[src/logic/anbmp_pkg.sv]
/*
 * anbmp_pkg: constants shared by the host-side controller of an
 * asynchronous byte-wide non-volatile memory port.
 * Assumes a single 250 MHz clock (4 ns period) in the host.
 */
package anbmp_pkg;

	// clock period in picoseconds
	localparam int unsigned CLK_PERIOD_PS   = 4000;

	// bus geometry
	localparam int unsigned ADDR_W          = 15;
	localparam int unsigned DATA_W          = 8;

	// documented times, in picoseconds (printed figures in ns times 1000), except the startup time in ns
	localparam int unsigned T_STEADY_HIGH_PS = 2000;     // strobe steady high
	localparam int unsigned T_CYCLE_PS       = 35000;    // min cycle time
	localparam int unsigned T_ACCESS_PS      = 35000;    // max address/enable access
	localparam int unsigned T_OE_ACCESS_PS   = 15000;    // max output enable access
	localparam int unsigned T_EHQZ_PS        = 15000;    // max release after enable high
	localparam int unsigned T_GHQZ_PS        = 10000;    // max release after oe high
	localparam int unsigned T_WPULSE_PS      = 15000;    // min write pulse
	localparam int unsigned T_ADDR_END_PS    = 20000;    // min address to end of write
	localparam int unsigned T_DATA_SETUP_PS  = 10000;    // min data valid to end
	localparam int unsigned T_RECOVERY_PS    = 12000;    // min write recovery
	localparam int unsigned T_STARTUP_NS     = 2000000;  // 2 ms startup

	// least times round up to whole cycles, except startup, which truncates
	localparam int unsigned CYC_STEADY   = (T_STEADY_HIGH_PS + CLK_PERIOD_PS - 1) / CLK_PERIOD_PS;
	localparam int unsigned CYC_CYCLE    = (T_CYCLE_PS + CLK_PERIOD_PS - 1) / CLK_PERIOD_PS;
	localparam int unsigned CYC_ACCESS   = (T_ACCESS_PS + CLK_PERIOD_PS - 1) / CLK_PERIOD_PS;
	localparam int unsigned CYC_RELEASE  = (T_EHQZ_PS + CLK_PERIOD_PS - 1) / CLK_PERIOD_PS;
	localparam int unsigned CYC_WPULSE_A = (T_WPULSE_PS + CLK_PERIOD_PS - 1) / CLK_PERIOD_PS;
	localparam int unsigned CYC_ADDR_END = (T_ADDR_END_PS + CLK_PERIOD_PS - 1) / CLK_PERIOD_PS;
	localparam int unsigned CYC_WPULSE   = (CYC_WPULSE_A > CYC_ADDR_END) ?
	                                       CYC_WPULSE_A : CYC_ADDR_END;
	localparam int unsigned CYC_RECOVERY = (T_RECOVERY_PS + CLK_PERIOD_PS - 1) / CLK_PERIOD_PS;
	localparam int unsigned CYC_STARTUP  = (T_STARTUP_NS * 1000 / CLK_PERIOD_PS);

	// controller states
	typedef enum logic [2:0] {
		ANBMP_STARTUP,
		ANBMP_IDLE,
		ANBMP_RD_ACCESS,
		ANBMP_RD_RELEASE,
		ANBMP_WR_PULSE,
		ANBMP_WR_RECOVER,
		ANBMP_GAP
	} anbmp_state_t;

endpackage : anbmp_pkg

[src/logic/anbmp_timer_if.sv]
/*
 * anbmp_timer_if: load/count/expiry bundle between the controller and
 * its interval timer. Assumes one clock domain.
 */
interface anbmp_timer_if #(
	parameter int unsigned CNT_W = 20
);
	logic             load;   // load a new count
	logic [CNT_W-1:0] value;  // cycles to wait, at least one
	logic             done;   // level: timer at zero

	modport ctrl  (output load, output value, input done);
	modport timer (input load, input value, output done);
endinterface : anbmp_timer_if

[src/logic/anbmp_timer.sv]
/*
 * anbmp_timer: down counter that times every interval of the controller.
 * Assumes synchronous active-high reset on the shared clock.
 */
module anbmp_timer #(
	parameter int unsigned CNT_W = 20
) (
	// clock and reset
	input  wire logic clock_i,
	input  wire logic srst_i,
	// control bundle
	anbmp_timer_if.timer tmr
);
	logic [CNT_W-1:0] cnt_r;   // remaining cycles
	logic [CNT_W-1:0] cnt_nxt;

	// count down to zero, reload on request
	assign cnt_nxt  = tmr.load ? tmr.value - CNT_W'(1) :
	                  (cnt_r != '0) ? cnt_r - CNT_W'(1) : cnt_r;
	assign tmr.done = (cnt_r == '0) && !tmr.load;

	// single register, cleared by reset
	always_ff @(posedge clock_i) begin
		if (srst_i) cnt_r <= '0;
		else        cnt_r <= cnt_nxt;
	end
endmodule : anbmp_timer

[src/logic/anbmp_host.sv]
/*
 * anbmp_host: clocked host controller that drives the pins of an
 * asynchronous 32K x 8 non-volatile memory for single byte reads and writes.
 * Assumes pins are synchronous to clock_i (250 MHz) and the memory
 * powers up with srst_i; strobes hold high through the startup time.
 */
// Summary of operation
// [RL1] write only while select and strobe low
// [RL2] oe late after write keeps data tri-stated
// [RL3] strobes stay high 2 ns after rising
// [RL4] select falls at least 35 ns apart
// [RL5] read: strobe high, data by 35 ns
// [RL6] address valid before select falls; the code changes the address on the same edge as select falls
// [RL7] data within 15 ns of oe low
// [RL8] data held 3 ns after address change
// [RL9] no drive before 3 ns after select
// [RL10] release 15 ns select, 10 ns oe
// [RL11] address setup 0, valid 20 ns to end
// [RL12] strobe-ended write pulse at least 15 ns
// [RL13] select-ended write low at least 15 ns
// [RL14] data valid 10 ns before end
// [RL15] address held 12 ns write recovery
// [RL16] memory releases within 12 ns of strobe
// [RL17] select-ended write keeps outputs tri-stated
// [RL18] hold strobes high 2 ms after power
// [RL19] round intervals up, sample after access
module anbmp_host #(
	parameter int unsigned ADDR_W      = anbmp_pkg::ADDR_W,
	parameter int unsigned DATA_W      = anbmp_pkg::DATA_W,
	parameter int unsigned STARTUP_CYC = anbmp_pkg::CYC_STARTUP
) (
	// clock and reset
	input  wire logic              clock_i,
	input  wire logic              srst_i,
	// user request side
	input  wire logic              req_i,       // level: request pending
	input  wire logic              req_we_i,    // 1 write, 0 read
	input  wire logic [ADDR_W-1:0] req_addr_i,  // byte address
	input  wire logic [DATA_W-1:0] req_wdata_i, // write byte
	output logic                   req_ack_o,   // pulse: request taken
	output logic                   rd_valid_o,  // pulse: read byte ready
	output logic [DATA_W-1:0]      rd_data_o,   // read byte
	output logic                   ready_o,     // level: startup done, idle
	// memory pins
	output logic [ADDR_W-1:0]      mem_addr_o,  // address lines
	output logic                   mem_sel_n_o, // chip select, low active
	output logic                   mem_we_n_o,  // write strobe, low active
	output logic                   mem_oe_n_o,  // output enable, low active
	input  wire logic [DATA_W-1:0] mem_dq_i,    // data lines in
	output logic [DATA_W-1:0]      mem_dq_o,    // data lines out
	output logic                   mem_dq_oe_o  // high while host drives dq
);
	localparam int unsigned CNT_W = 20;

	// refuse settings the fixed-width timer or the buses cannot serve
	initial begin
		if (STARTUP_CYC < 1 || STARTUP_CYC >= (1 << CNT_W)) $error("startup count out of range");
		if (ADDR_W < 1 || DATA_W < 1) $error("bus widths must be positive");
	end

	anbmp_timer_if #(.CNT_W(CNT_W)) tmr ();

	anbmp_timer #(.CNT_W(CNT_W)) u_timer (
		.clock_i (clock_i),
		.srst_i  (srst_i),
		.tmr     (tmr)
	);

	anbmp_pkg::anbmp_state_t state_r;      // controller state
	anbmp_pkg::anbmp_state_t state_nxt;
	logic [CNT_W-1:0]        gap_r;        // cycles since select fell
	logic [CNT_W-1:0]        gap_nxt;
	logic                    start_r;      // pulse to timer on entry to any state but idle
	logic [CNT_W-1:0]        load_val_r;   // count for that load
	logic [ADDR_W-1:0]       addr_r;
	logic                    sel_n_r;
	logic                    we_n_r;
	logic                    oe_n_r;
	logic [DATA_W-1:0]       wdata_r;
	logic                    dq_oe_r;
	logic                    ack_r;
	logic                    rvalid_r;
	logic [DATA_W-1:0]       rdata_r;
	logic                    ready_r;

	// decoded events
	wire logic take_req   = (state_r == anbmp_pkg::ANBMP_IDLE) && req_i && tmr.done;
	wire logic timer_done = tmr.done && !start_r;
	// remaining cycles so consecutive select falls keep the cycle time
	wire logic [CNT_W-1:0] cycle_cyc = CNT_W'(anbmp_pkg::CYC_CYCLE);
	wire logic [CNT_W-1:0] gap_left  = (gap_r >= cycle_cyc) ? CNT_W'(1) : cycle_cyc - gap_r;
	wire logic [CNT_W-1:0] recov_cyc = CNT_W'(anbmp_pkg::CYC_RECOVERY);
	wire logic [CNT_W-1:0] steady_cyc = CNT_W'(anbmp_pkg::CYC_STEADY);
	wire logic [CNT_W-1:0] after_cyc = (gap_left > steady_cyc) ? gap_left : steady_cyc;

	assign tmr.load  = start_r;
	assign tmr.value = load_val_r;

	// count cycles from the last falling select, saturating
	assign gap_nxt = take_req ? CNT_W'(1) :
	                 (gap_r != '1) ? gap_r + CNT_W'(1) : gap_r;

	// next state; each wait is a whole timer interval
	always_comb begin
		state_nxt = state_r;
		unique case (state_r)
			anbmp_pkg::ANBMP_STARTUP:    if (timer_done) state_nxt = anbmp_pkg::ANBMP_IDLE;
			anbmp_pkg::ANBMP_IDLE: begin
				if (take_req) begin
					state_nxt = req_we_i ? anbmp_pkg::ANBMP_WR_PULSE : anbmp_pkg::ANBMP_RD_ACCESS;
				end
			end
			anbmp_pkg::ANBMP_RD_ACCESS:  if (timer_done) state_nxt = anbmp_pkg::ANBMP_RD_RELEASE;
			anbmp_pkg::ANBMP_RD_RELEASE: if (timer_done) state_nxt = anbmp_pkg::ANBMP_GAP;
			anbmp_pkg::ANBMP_WR_PULSE:   if (timer_done) state_nxt = anbmp_pkg::ANBMP_WR_RECOVER;
			anbmp_pkg::ANBMP_WR_RECOVER: if (timer_done) state_nxt = anbmp_pkg::ANBMP_GAP;
			anbmp_pkg::ANBMP_GAP:        if (timer_done) state_nxt = anbmp_pkg::ANBMP_IDLE;
			default:                     state_nxt = anbmp_pkg::ANBMP_STARTUP;
		endcase
	end

	// state, gap counter and timer loads
	always_ff @(posedge clock_i) begin
		if (srst_i) begin
			state_r    <= anbmp_pkg::ANBMP_STARTUP;
			gap_r      <= '1;
			start_r    <= 1'b1;                              // see [RL18]
			load_val_r <= CNT_W'(STARTUP_CYC);
		end else begin
			state_r <= state_nxt;
			gap_r   <= gap_nxt;
			start_r <= (state_nxt != state_r) && (state_nxt != anbmp_pkg::ANBMP_IDLE);
			unique case (state_nxt)
				anbmp_pkg::ANBMP_RD_ACCESS:  load_val_r <= CNT_W'(anbmp_pkg::CYC_ACCESS);  // see [RL5]
				anbmp_pkg::ANBMP_RD_RELEASE: load_val_r <= CNT_W'(anbmp_pkg::CYC_RELEASE); // see [RL10]
				anbmp_pkg::ANBMP_WR_PULSE:   load_val_r <= CNT_W'(anbmp_pkg::CYC_WPULSE);  // see [RL12]
				anbmp_pkg::ANBMP_WR_RECOVER: load_val_r <= recov_cyc;                      // see [RL15]
				anbmp_pkg::ANBMP_GAP:        load_val_r <= after_cyc;                      // see [RL4]
				default:                     load_val_r <= load_val_r;
			endcase
		end
	end

	// pin drive; on a write select and strobe fall together, rise together
	always_ff @(posedge clock_i) begin
		if (srst_i) begin
			addr_r  <= '0;
			sel_n_r <= 1'b1;                                 // see [RL18]
			we_n_r  <= 1'b1;
			oe_n_r  <= 1'b1;
			wdata_r <= '0;
			dq_oe_r <= 1'b0;
		end else begin
			if (take_req) begin
				addr_r  <= req_addr_i;                       // see [RL6] see [RL11]
				wdata_r <= req_wdata_i;                      // see [RL14]
				sel_n_r <= 1'b0;                             // see [RL1]
				we_n_r  <= !req_we_i;                        // see [RL5]
				oe_n_r  <= req_we_i;                         // see [RL2]
				dq_oe_r <= req_we_i;
			end else if (timer_done && (state_r == anbmp_pkg::ANBMP_RD_ACCESS ||
			                            state_r == anbmp_pkg::ANBMP_WR_PULSE)) begin
				// end of access: strobes high, address and data held
				sel_n_r <= 1'b1;                             // see [RL3]
				we_n_r  <= 1'b1;                             // see [RL13]
				oe_n_r  <= 1'b1;
			end else if (timer_done && state_r == anbmp_pkg::ANBMP_WR_RECOVER) begin
				dq_oe_r <= 1'b0;                             // hold of 0 ns met with margin
			end
		end
	end

	// user answers; data sampled only after full access time
	always_ff @(posedge clock_i) begin
		if (srst_i) begin
			ack_r    <= 1'b0;
			rvalid_r <= 1'b0;
			rdata_r  <= '0;
			ready_r  <= 1'b0;
		end else begin
			ack_r    <= take_req;
			rvalid_r <= timer_done && (state_r == anbmp_pkg::ANBMP_RD_ACCESS); // see [RL19]
			if (timer_done && state_r == anbmp_pkg::ANBMP_RD_ACCESS) begin
				rdata_r <= mem_dq_i;                         // see [RL7] see [RL8]
			end
			ready_r  <= (state_nxt == anbmp_pkg::ANBMP_IDLE);
		end
	end

	// outputs straight from flip-flops
	assign req_ack_o   = ack_r;
	assign rd_valid_o  = rvalid_r;
	assign rd_data_o   = rdata_r;
	assign ready_o     = ready_r;
	assign mem_addr_o  = addr_r;
	assign mem_sel_n_o = sel_n_r;
	assign mem_we_n_o  = we_n_r;
	assign mem_oe_n_o  = oe_n_r;
	assign mem_dq_o    = wdata_r;
	assign mem_dq_oe_o = dq_oe_r;
endmodule : anbmp_host

[config.mk]
export PLATFORM = sky130hd
export DESIGN_NAME = anbmp_host
export DESIGN_NICKNAME = d
export VERILOG_FILES = /design/src/logic/anbmp_pkg.sv /design/src/logic/anbmp_timer_if.sv /design/src/logic/anbmp_timer.sv /design/src/logic/anbmp_host.sv
export SDC_FILE = /design/constraint.sdc
export NUM_CORES = 1
export LEC_CHECK = 0
export BUFFER_PORTS_ARGS = -buffer_cell sky130_fd_sc_hd__clkbuf_2
export CAP_MARGIN = 0
export CORE_ASPECT_RATIO = 0.75
export CORE_MARGIN = 3
export CORE_UTILIZATION = 50
export CTS_BUF_LIST = sky130_fd_sc_hd__clkbuf_8
export CTS_CLUSTER_DIAMETER = 200
export CTS_CLUSTER_SIZE = 25
export DETAILED_ROUTE_END_ITERATION = 10
export HOLD_SLACK_MARGIN = 0.15
export PLACE_DENSITY = 0.72
export SYNTH_ARGS = -nofsm -noshare
export SYNTH_HDL_FRONTEND = slang
export SYNTH_SLANG_ARGS = --single-unit
[constraint.sdc]
create_clock -name clock_i -period 3.6 [get_ports clock_i]
set_clock_uncertainty 0.2 [all_clocks]
set_input_delay 0.18 -clock clock_i [delete_from_list [all_inputs] [get_ports clock_i]]
set_output_delay 0.18 -clock clock_i [all_outputs]
set_load 0.005 [all_outputs]
==> results of run 1 <==
==> final cells by class <==
type / instances / share of cell area, %
clock buffers: 9 / 2.18
clock inverters: 7 / 1.41
inverters: 8 / 0.529
multi-input cells: 406 / 44.2
flip-flops and latches: 102 / 36.0
well taps: 128 / 2.82
repair buffers: 110 / 12.9
==> synth_stat cells (all sizes together) (5+ instances only) <==
master | count | area (µm²)
dfxtp | 102 | 2040
and3 | 5 | 31.3
mux2i | 22 | 220
nand2 | 85 | 327
nor4 | 10 | 81.3
buf | 14 | 90.1
nor3b | 6 | 45.0
xor2 | 14 | 123
or3 | 6 | 37.5
nand3 | 18 | 90.1
nor4b | 5 | 58.8
a31oi | 5 | 52.6
mux2 | 5 | 56.3
xnor2 | 20 | 175
nor3 | 17 | 95.1
nor2 | 49 | 189
o21ai | 31 | 159
clkbuf | 15 | 56.3
inv | 8 | 30.0
a21oi | 39 | 195
and2 | 8 | 50.1
==> routing by layer <==
layer  GRT usage [%]  part of all wire [%]
met4            7.02                   1.4
met1            30.4                    47
met3            4.59                   5.7
met5               0                     0
met2            35.4                    46
==> critical path: stages, from the launching register on <==
cell,delay (ns)
dfxtp_1,0.52
nor4_2,0.35
and4_1,0.44
nand2_4,0.14
nor3_4,0.18
buf_4,0.38
nand2_1,0.10
a21oi_1,0.12
dlygate4sd3_1,0.58
==> path summary, 6_finish.rpt <==
kind | startpoint | to | slack (ns) | cells past startpoint
max reg2reg | start_r$_SDFF_PP1_ | mem_dq_oe_o$_SDFFE_PP0P_ | 0.52 | 8
max | start_r$_SDFF_PP1_ | mem_dq_oe_o$_SDFFE_PP0P_ | 0.52 | 8
min reg2reg | load_val_r[11]$_SDFFE_PP0P_ | load_val_r[11]$_SDFFE_PP0P_ | 0.25 | 2
min | load_val_r[11]$_SDFFE_PP0P_ | load_val_r[11]$_SDFFE_PP0P_ | 0.25 | 2
==> power groups by stage <==
stage	logic [mW]	clock network (mW)	registers, mW
3_5_place_dp	0.896	0	1.45
5_1_grt	1.06	0.814	1.44
2_1_floorplan	0.742	0	1.39
6_report	0.942	0.752	1.42
3_3_place_gp	0.878	0	1.44
4_1_cts	0.934	0.770	1.42
==> layout by cell type (no fill, tap or decap), drive strengths merged, types with 10 or more instances in the layout <==
master / count
o21ai: 31
mux2i: 22
nand2: 85
dlygate4sd3: 34
nand3: 18
inv: 11
xor2: 14
a21oi: 39
nor3: 17
nor2: 49
xnor2: 20
dfxtp: 102
nor4: 10
clkbuf: 81
==> through the flow <==
step	setup WS, ns	hold slack (ns)
CTS	0.519	0.249
detailed placement	0.657	0.209
finish	0.524	0.248
global route	0.256	0.264
floorplan	0.729	0.116
global placement	0.691	0.205
==> kinds of logic after synthesis <==
family | after synthesis
AOI/OAI and AO/OA | 104
xor gates and xnor gates | 34
adders and majority gates | 4
buffers and inverters | 37
DFF | 102
muxes | 27
and+or+nand+nor | 237
==> registers in the layout, summed over array words and instances, names as in the netlist, 3 cells and up <==
signal / cells
rd_data_o: 8
u_timer.cnt_r: 20
state_r: 3
gap_r: 20
mem_dq_o: 8
load_val_r: 20
mem_addr_o: 15
==> results_dict.tcl, run 1 <==
set metrics [dict create \
    status "complete, no violations" \
    finalCriticalPeriod_ns 3.08 \
    fillCellCount 795 \
    setup_viol 0 \
    worstSetupPathType "reg2reg" \
    io_pins 73 \
    yosysUniqueCellTypes 67 \
    overflow 0 \
    synth_fa_ha_area_share_pct 1.06 \
    slew-limit-headroom_pct 30.9 \
    worst-endpoint-required_ns 3.73 \
    cts_tree "built" \
    ys_warn_count 0 \
    ant_nets 0 \
    yosys_most_used_dff "dfxtp_1" \
    synthCells 545 \
    comb_power_share_pct 30.2 \
    nets 676 \
    hold_violations 0 \
    max-vdd-ir-drop_mv 0.534 \
    num_rows 30 \
    stdcell_area_um2 5670 \
    io_buffers 72 \
    die_w_um 118 \
    synth_top_family_by_area "simple AND/OR/NAND/NOR gates" \
    synth-simple-area-share_pct 26.0 \
    grt_antenna_before_repair 0 \
    postCtsSetupBuffers 0 \
    cp-start-kind "flop" \
    cts_hold_buf 34 \
    numCtsBuffers 9 \
    layout.cells.non_filler 770 \
    path_clk_slew_ns 0.11 \
    synth_nets 584 \
    drc 0 \
    hpwl_mm 7.83 \
    drive_gt1_share_pct 18.2 \
    multiInputGateArea_um2 2510 \
    diodes 0 \
    synthMuxAreaShare_pct 5.86 \
    period_share_pct 85.4 \
    wl_per_cell_um 15.2 \
    crit_fanout 42 \
    p_sw_share_pct 35.3 \
    clockBufferDepth 2 \
    fin_util_pct 62.2 \
    vias 4255 \
    die_area_um2 10700 \
    hp-class "reg2reg" \
    die_h_um 90.1 \
    switchingPower_mw 1.10 \
    ys_async_sr_fraction_pct 0 \
    arrival_ns 3.20 \
    cts.sinks 102 \
    max-cap-violations 0 \
    synth_compound_area_share_pct 13.8 \
    fp.coreArea_um2 9120 \
    seqPwrFrac_pct 45.7 \
    yosysSeqAreaShare_pct 43.3 \
    tightest_slew_ns 1.04 \
    clkPwrFrac_pct 24.1 \
    ys_ff_latch 102 \
    internal_power_mw 2.02 \
    ctsHtreeMaxLevel 3 \
    viasPerCell 5.53 \
    post_cts_resized 0 \
    clock_latency_ns 0.38 \
    place_area_um2 5130 \
    regArea_um2 2040 \
    fin_setup_tns_ns 0 \
    drt-initial-drc-count 364 \
    root_buffer "clkbuf_8" \
    syn-mean-instance-area_um2 8.66 \
    synth-edff-count 0 \
    grt_max_degree 51 \
    end_kind "flop" \
    grt_pass1_wl_mm 19.7 \
    netlist_area_um2 4720 \
    p_leak_nw 2.37 \
    placed_cells 720 \
    wl_mm 11.7 \
    rsz0062_at_grt "no" \
    syn2layout_area_growth_pct 20.2 \
    p_per_area_nw_per_um2 550 \
    dr.pass1.iters 5 \
    synth_xor_area_share_pct 6.31 \
    max_freq_ghz 0.325 \
    grt_pass1_vias 4050 \
    initial_core_util_pct 51.7 \
    power_mw 3.12 \
    place.gp.congestion 0.833 \
    grt_usage_pct 22.3 \
    final-max-slew-violation-count 0 \
]
Note: power is estimated with default switching activity, not from simulation.
==> run 2: changes to the inputs <==
--- a/config.mk
+++ b/config.mk
@@ -5,17 +5,18 @@
 export SDC_FILE = /design/constraint.sdc
 export NUM_CORES = 1
 export LEC_CHECK = 0
+export ABC_AREA = 1
 export BUFFER_PORTS_ARGS = -buffer_cell sky130_fd_sc_hd__clkbuf_2
 export CAP_MARGIN = 0
 export CORE_ASPECT_RATIO = 0.75
 export CORE_MARGIN = 3
-export CORE_UTILIZATION = 50
+export CORE_UTILIZATION = 55
 export CTS_BUF_LIST = sky130_fd_sc_hd__clkbuf_8
 export CTS_CLUSTER_DIAMETER = 200
 export CTS_CLUSTER_SIZE = 25
 export DETAILED_ROUTE_END_ITERATION = 10
 export HOLD_SLACK_MARGIN = 0.15
-export PLACE_DENSITY = 0.72
+export PLACE_DENSITY = 0.77
 export SYNTH_ARGS = -nofsm -noshare
 export SYNTH_HDL_FRONTEND = slang
 export SYNTH_SLANG_ARGS = --single-unit
==> run 2 against run 1 <==
Against the previous run: synthesized area grew 4.4%; sequential share of layout area shrank 1.4 points; synthesized cell count grew 22%; maximum frequency grew 7.0%; largest cell class unchanged; core utilization grew 6.5 points; combinational power grew 11%; cell count grew 14%; die area shrank 4.8%; non-clock buffer count shrank 1; sequential power shrank 4%; setup slack gained 0.20 ns; largest power group unchanged.
==> results_dict.tcl, run 2 <==
set metrics [dict create \
    status "complete, no violations" \
    ys_ff_latch 102 \
    final_cell_mix "127 x nand2_1, 102 x dfxtp_1, 97 x nor2_1" \
    hpwl_mm 9.08 \
    crit_fanout 19 \
    regArea_um2 2040 \
    grt_pass1_vias 4426 \
    viasPerCell 5.41 \
    num_rows 29 \
    multiInputGateArea_um2 2460 \
    end_kind "flop" \
    place.gp.congestion 1.01 \
    setup_viol 0 \
    drive_gt1_share_pct 19.0 \
    synth.area.top_cells "dfxtp_1 41%, nand2_1 9.7%, nor2_1 7.5%" \
    drt-initial-drc-count 449 \
    grt_pass1_wl_mm 21.7 \
    stdcell_area_um2 5910 \
    synth-edff-count 0 \
    yosysSeqAreaShare_pct 41.4 \
    ys_warn_count 0 \
    tightest_slew_ns 0.655 \
    final_common_cell "nand2_1" \
    die_w_um 115 \
    numCtsBuffers 9 \
    io_pins 73 \
    final-max-slew-violation-count 0 \
    grt_antenna_before_repair 1 \
    fillCellCount 712 \
    max-cap-violations 0 \
    hold_violations 0 \
    max-vdd-ir-drop_mv 0.324 \
    cp-start-kind "flop" \
    rsz0062_at_grt "no" \
    clock_latency_ns 0.37 \
    synth.most_common_cell "nand2_1" \
    top_regs "gap_r x20, load_val_r x20, u_timer.cnt_r x20" \
    clockBufferDepth 2 \
    netlist_area_um2 4930 \
    overflow 0 \
    synth.cells.most_frequent "127 x nand2_1, 102 x dfxtp_1, 98 x nor2_1, 74 x inv_1" \
    root_buffer "clkbuf_8" \
    nets 802 \
    finalCriticalPeriod_ns 2.88 \
    p_per_area_nw_per_um2 558 \
    ant_nets 0 \
    io_buffers 72 \
    ys_async_sr_fraction_pct 0 \
    power_mw 3.30 \
    syn-mean-instance-area_um2 7.40 \
    max_freq_ghz 0.348 \
    wl_mm 13.2 \
    period_share_pct 79.9 \
    die_area_um2 10100 \
    p_leak_nw 2.86 \
    synth_top_area_share_pct 41.4 \
    drc 0 \
    vias 4736 \
    dr.pass1.iters 5 \
    cts.sinks 102 \
    place_area_um2 5340 \
    grt_max_degree 41 \
    fin_setup_tns_ns 0 \
    arrival_ns 2.95 \
    yosys_most_used_dff "dfxtp_1" \
    synth_largest_area_cell "dfxtp_1" \
    synthCells 666 \
    die_h_um 88.0 \
    postCtsSetupBuffers 0 \
    path_clk_slew_ns 0.09 \
    synth_nets 705 \
    slew-limit-headroom_pct 56.4 \
    worst-endpoint-required_ns 3.67 \
    syn2layout_area_growth_pct 19.9 \
    ctsHtreeMaxLevel 3 \
    fp.coreArea_um2 8600 \
    initial_core_util_pct 57.3 \
    worstSetupPathType "reg2reg" \
    grt_usage_pct 27.3 \
    wl_per_cell_um 15.0 \
    cts_tree "built" \
    yosysUniqueCellTypes 48 \
    hp-class "in2reg" \
]
[run 2: worst paths after layout]
kind                              start                              to  slack, ns  depth (start not counted)
max reg2reg          start_r$_SDFF_PP1_  u_timer.cnt_r[12]$_SDFFE_PP0P_       0.72                         14
min reg2reg  load_val_r[9]$_SDFFE_PP0P_      load_val_r[9]$_SDFFE_PP0P_       0.27                          2
max                  start_r$_SDFF_PP1_  u_timer.cnt_r[12]$_SDFFE_PP0P_       0.72                         14
min                              srst_i   u_timer.cnt_r[4]$_SDFFE_PP0P_       0.22                          2
[run 2: what timing repair did]
action | CTS | global route
endpoints found under the hold margin | 35 | 0
hold buffers | 32 | 0
gates resized for setup | 0 | 0
[run 2: cells by family after synthesis]
| kind of cell | count (synthesis) | share of synthesized area [%] |
|---|---|---|
| AO/OA/AOI/OAI | 109 | 14.4 |
| XOR/XNOR | 16 | 2.84 |
| adder cells (fa/ha/maj) | 4 | 1.02 |
| buffers and inverters | 105 | 8.76 |
| flip-flops | 102 | 41.4 |
| multiplexers | 2 | 0.432 |
| AND/OR/NAND/NOR | 328 | 31.2 |
[run 2: critical path, stage by stage, from the launching register on]
cell and delay (ns):
dfxtp_1 0.72, buf_4 0.29, nand2_1 0.08, o21ai_1 0.13
ha_1 0.20, inv_1 0.04, nor2_1 0.16, nand2_1 0.14
nor3_4 0.25, nand2_2 0.13, inv_2 0.10, nand2_1 0.07
xor2_1 0.16, nand3_1 0.07, inv_1 0.04
[run 2: where the power goes]
group	internal (mW)	switching [mW]	leakage [nW]
Sequential	1.24	0.128	0.832
Clock	0.479	0.391	0.119
Combinational	0.377	0.676	1.91
Total	2.10	1.19	2.86
[run 2: through the flow]
step	hold slack (ns)	setup WS, ns	std cells	util, %
4_1_cts	0.216	0.749	875	68.7
6_report	0.224	0.724	876	68.7
5_1_grt	0.250	0.492	876	68.7
3_5_place_dp	0.212	0.861	828	62.1
3_3_place_gp	0.204	0.978	828	62.1
2_1_floorplan	0.119	1.47	666	-
[run 2: layout make-up]
cell class                 count  area share, %
antenna                        1         0.0424
clock buffer                  10           2.33
clock inverter                 5           1.80
inverter                      82           5.23
multi-input combinational    459           41.6
sequential                   102           34.6
tap                          108           2.29
timing repair buffer         109           12.2
[run 2: metal layers]
metal  part of all wire (%)  GRT usage, %  vias to the layer above
li1                       -             -                     2356
met1                     45          37.9                     2113
met2                     44          42.5                      245
met3                    9.7          6.28                       22
met4                    1.6          8.32                        0
met5                      0             0                        -
==> run 3: changes to the inputs <==
--- a/config.mk
+++ b/config.mk
@@ -5,7 +5,7 @@
 export SDC_FILE = /design/constraint.sdc
 export NUM_CORES = 1
 export LEC_CHECK = 0
-export ABC_AREA = 1
+export ABC_AREA = 0
 export BUFFER_PORTS_ARGS = -buffer_cell sky130_fd_sc_hd__clkbuf_2
 export CAP_MARGIN = 0
 export CORE_ASPECT_RATIO = 0.75
@@ -16,7 +16,7 @@
 export CTS_CLUSTER_SIZE = 25
 export DETAILED_ROUTE_END_ITERATION = 10
 export HOLD_SLACK_MARGIN = 0.15
-export PLACE_DENSITY = 0.77
+export PLACE_DENSITY = 0.78
 export SYNTH_ARGS = -nofsm -noshare
 export SYNTH_HDL_FRONTEND = slang
 export SYNTH_SLANG_ARGS = --single-unit
==> constraint.sdc (replaced) <==
create_clock -name clock_i -period 2.9 [get_ports clock_i]
set_clock_uncertainty 0.2 [all_clocks]
set_input_delay 0.145 -clock clock_i [delete_from_list [all_inputs] [get_ports clock_i]]
set_output_delay 0.145 -clock clock_i [all_outputs]
set_load 0.005 [all_outputs]
==> run 3 against run 2 <==
Against the previous run: die area fell by 4.0%; cell count fell by 14%; hold slack improved by 0.030 ns; core utilization rose by 2.2 points; register-to-register slack got worse by 0.53 ns; maximum frequency rose by 6.4%; critical path type unchanged; wire length fell by 10%; clock power rose by 23%; count of clock-buffer cells in the layout fell by 1; power rose by 23%; via count fell by 8.8%; global-route usage fell by 2.7 points.
==> results_dict.tcl, run 3 (synthesis results as in run 1) <==
set metrics [dict create \
    status "complete, no violations" \
    max-vdd-ir-drop_mv 0.578 \
    switchingPower_mw 1.35 \
    grt_pass1_vias 4091 \
    hpwl_mm 7.87 \
    cp-start-kind "flop" \
    p_per_area_nw_per_um2 702 \
    rsz0062_at_grt "no" \
    vias 4319 \
    final-max-slew-violation-count 0 \
    clock_latency_ns 0.37 \
    comb_power_share_pct 29.7 \
    final_common_cell "dfxtp_1" \
    critical_path.endpoint "mem_addr_o[0]$_SDFFE_PP0N_" \
    seqPwrFrac_pct 43.8 \
    clkPwrFrac_pct 26.5 \
    startpoint "u_timer.cnt_r[0]$_SDFFE_PP0P_" \
    hold_violations 0 \
    cts.sinks 102 \
    worstSetupPathType "reg2reg" \
    p_leak_nw 2.43 \
    crit_fanout 17 \
    dr.pass1.iters 6 \
    min-delay-start "load_val_r[19]$_SDFFE_PP0P_" \
    drive_gt1_share_pct 19.5 \
    drt-initial-drc-count 400 \
    whs_path_depth 2 \
    max_freq_ghz 0.370 \
    period_share_pct 93.2 \
    grtUsageMet3_pct 6.07 \
    p_sw_share_pct 33.4 \
    hold-worst-slack_ns 0.254 \
    r2r-end "mem_addr_o[0]$_SDFFE_PP0N_" \
    top_regs "gap_r x20, load_val_r x20, u_timer.cnt_r x20" \
    ctsHtreeMaxLevel 3 \
    nets 685 \
    grt_usage_pct 24.6 \
    slew-limit-headroom_pct 58.1 \
    cts_tree "built" \
    grt_max_degree 43 \
    postCtsSetupBuffers 0 \
    internal_power_mw 2.69 \
    worst-endpoint-required_ns 2.93 \
    ant_nets 0 \
    end_kind "flop" \
    r2r_cells 7 \
    max-cap-violations 0 \
    overflow 0 \
    wl_per_cell_um 15.6 \
    hp-class "reg2reg" \
    regToRegStartpoint "u_timer.cnt_r[0]$_SDFFE_PP0P_" \
    finalCriticalPeriod_ns 2.70 \
    drc 0 \
    path_clk_slew_ns 0.10 \
    num_rows 28 \
    rrSetupSlack_ns 0.20 \
    arrival_ns 2.74 \
    syn2layout_area_growth_pct 22.2 \
    fp.coreArea_um2 8130 \
    die_w_um 113 \
    use_met1_pct 34.1 \
    initial_core_util_pct 58.1 \
    place.gp.congestion 0.887 \
    fin_setup_tns_ns 0 \
    numCtsBuffers 9 \
    die_h_um 86.2 \
    wl_mm 11.8 \
    clockBufferDepth 2 \
    grt_use_met2_pct 38.8 \
    root_buffer "clkbuf_8" \
    diodes 0 \
    die_area_um2 9740 \
    io_buffers 72 \
    grt_busiest_layer "met2" \
    io_pins 73 \
    tightest_slew_ns 0.624 \
    viasPerCell 5.71 \
    setup_viol 0 \
    final_cell_mix "101 x dfxtp_1, 84 x nand2_1, 72 x clkbuf_2" \
    grt_pass1_wl_mm 19.5 \
    grt_antenna_before_repair 0 \
]
==> run 3: cell types whose count changed in the layout (fill, tap and decap cells not counted), sizes merged, moves of 17 or more <==
cell	previous run	this run
nand3	40	18
nand2	134	85
inv	82	9
nor2	106	49
mux2i	1	22
o21ai	50	31
a22o	23	1
xnor2	3	20
==> run 3: final cells by class <==
| cell class | instances | area (µm²) |
|---|---|---|
| Clock buffer | 9 | 124 |
| Clock inverter | 7 | 120 |
| Fill cell | 603 | 2360 |
| Inverter | 8 | 30.0 |
| Multi-Input combinational cell | 406 | 2510 |
| Sequential cell | 102 | 2040 |
| Tap cell | 105 | 131 |
| Timing Repair Buffer | 119 | 811 |
==> run 3: worst max-delay path: stages, from the launching register on <==
cell	delay [ns]
dfxtp_1	0.33
nor3_1	0.47
and4_1	0.51
nand2_4	0.07
or3_1	0.55
buf_4	0.28
nand2_1	0.08
a21oi_1	0.07
==> run 3: how the worst min path moves through the flow <==
| stage | endpoint | slack (ns) |
|---|---|---|
| 6_report | load_val_r[19]$_SDFFE_PP0P_ | 0.25 |
| 5_1_grt | mem_dq_o[2]$_SDFFE_PP0N_ | 0.28 |
| 4_1_cts | load_val_r[19]$_SDFFE_PP0P_ | 0.26 |
| 3_5_place_dp | mem_addr_o[14]$_SDFFE_PP0N_ | 0.18 |
| 3_3_place_gp | mem_dq_o[4]$_SDFFE_PP0N_ | 0.17 |
| 2_1_floorplan | mem_addr_o[0]$_SDFFE_PP0N_ | 0.08 |
==> run 3: what timing repair did <==
item | 4_1_cts | 5_1_grt
hold endpoints to repair | 36 | 0
gates resized for setup | 0 | 1
setup endpoints to repair | 0 | 5
hold buffers | 34 | 0
==> run 3: metal layers <==
| layer | part of all wire [%] | wire length (µm) |
|---|---|---|
| met2 | 46 | 5400 |
| met1 | 46 | 5450 |
| met5 | 0 | 0 |
| met3 | 7.1 | 840 |
| met4 | 1.1 | 131 |
==> run 3: stage by stage <==
| step | worst slack [ns] | instances | util, % | power [mW] | area, µm² |
|---|---|---|---|---|---|
| 2_1_floorplan | 0.0291 | 545 | - | 2.65 | 4720 |
| 3_3_place_gp | 0.260 | 706 | 63.7 | 2.90 | 5180 |
| 4_1_cts | 0.188 | 756 | 70.9 | 4.05 | 5770 |
| 3_5_place_dp | 0.215 | 706 | 63.7 | 2.93 | 5180 |
| 5_1_grt | 0.110 | 756 | 71.0 | 4.29 | 5770 |
| 6_report | 0.199 | 756 | 71.0 | 4.05 | 5770 |
==> run 3: power by group through the flow <==
stage / logic (mW) / clock network [mW] / registers, mW
final: 1.20 / 1.07 / 1.77
after floorplan: 0.921 / 0 / 1.73
after CTS: 1.20 / 1.09 / 1.76
after detailed placement: 1.14 / 0 / 1.79
after global routing: 1.36 / 1.14 / 1.79
after global placement: 1.12 / 0 / 1.78
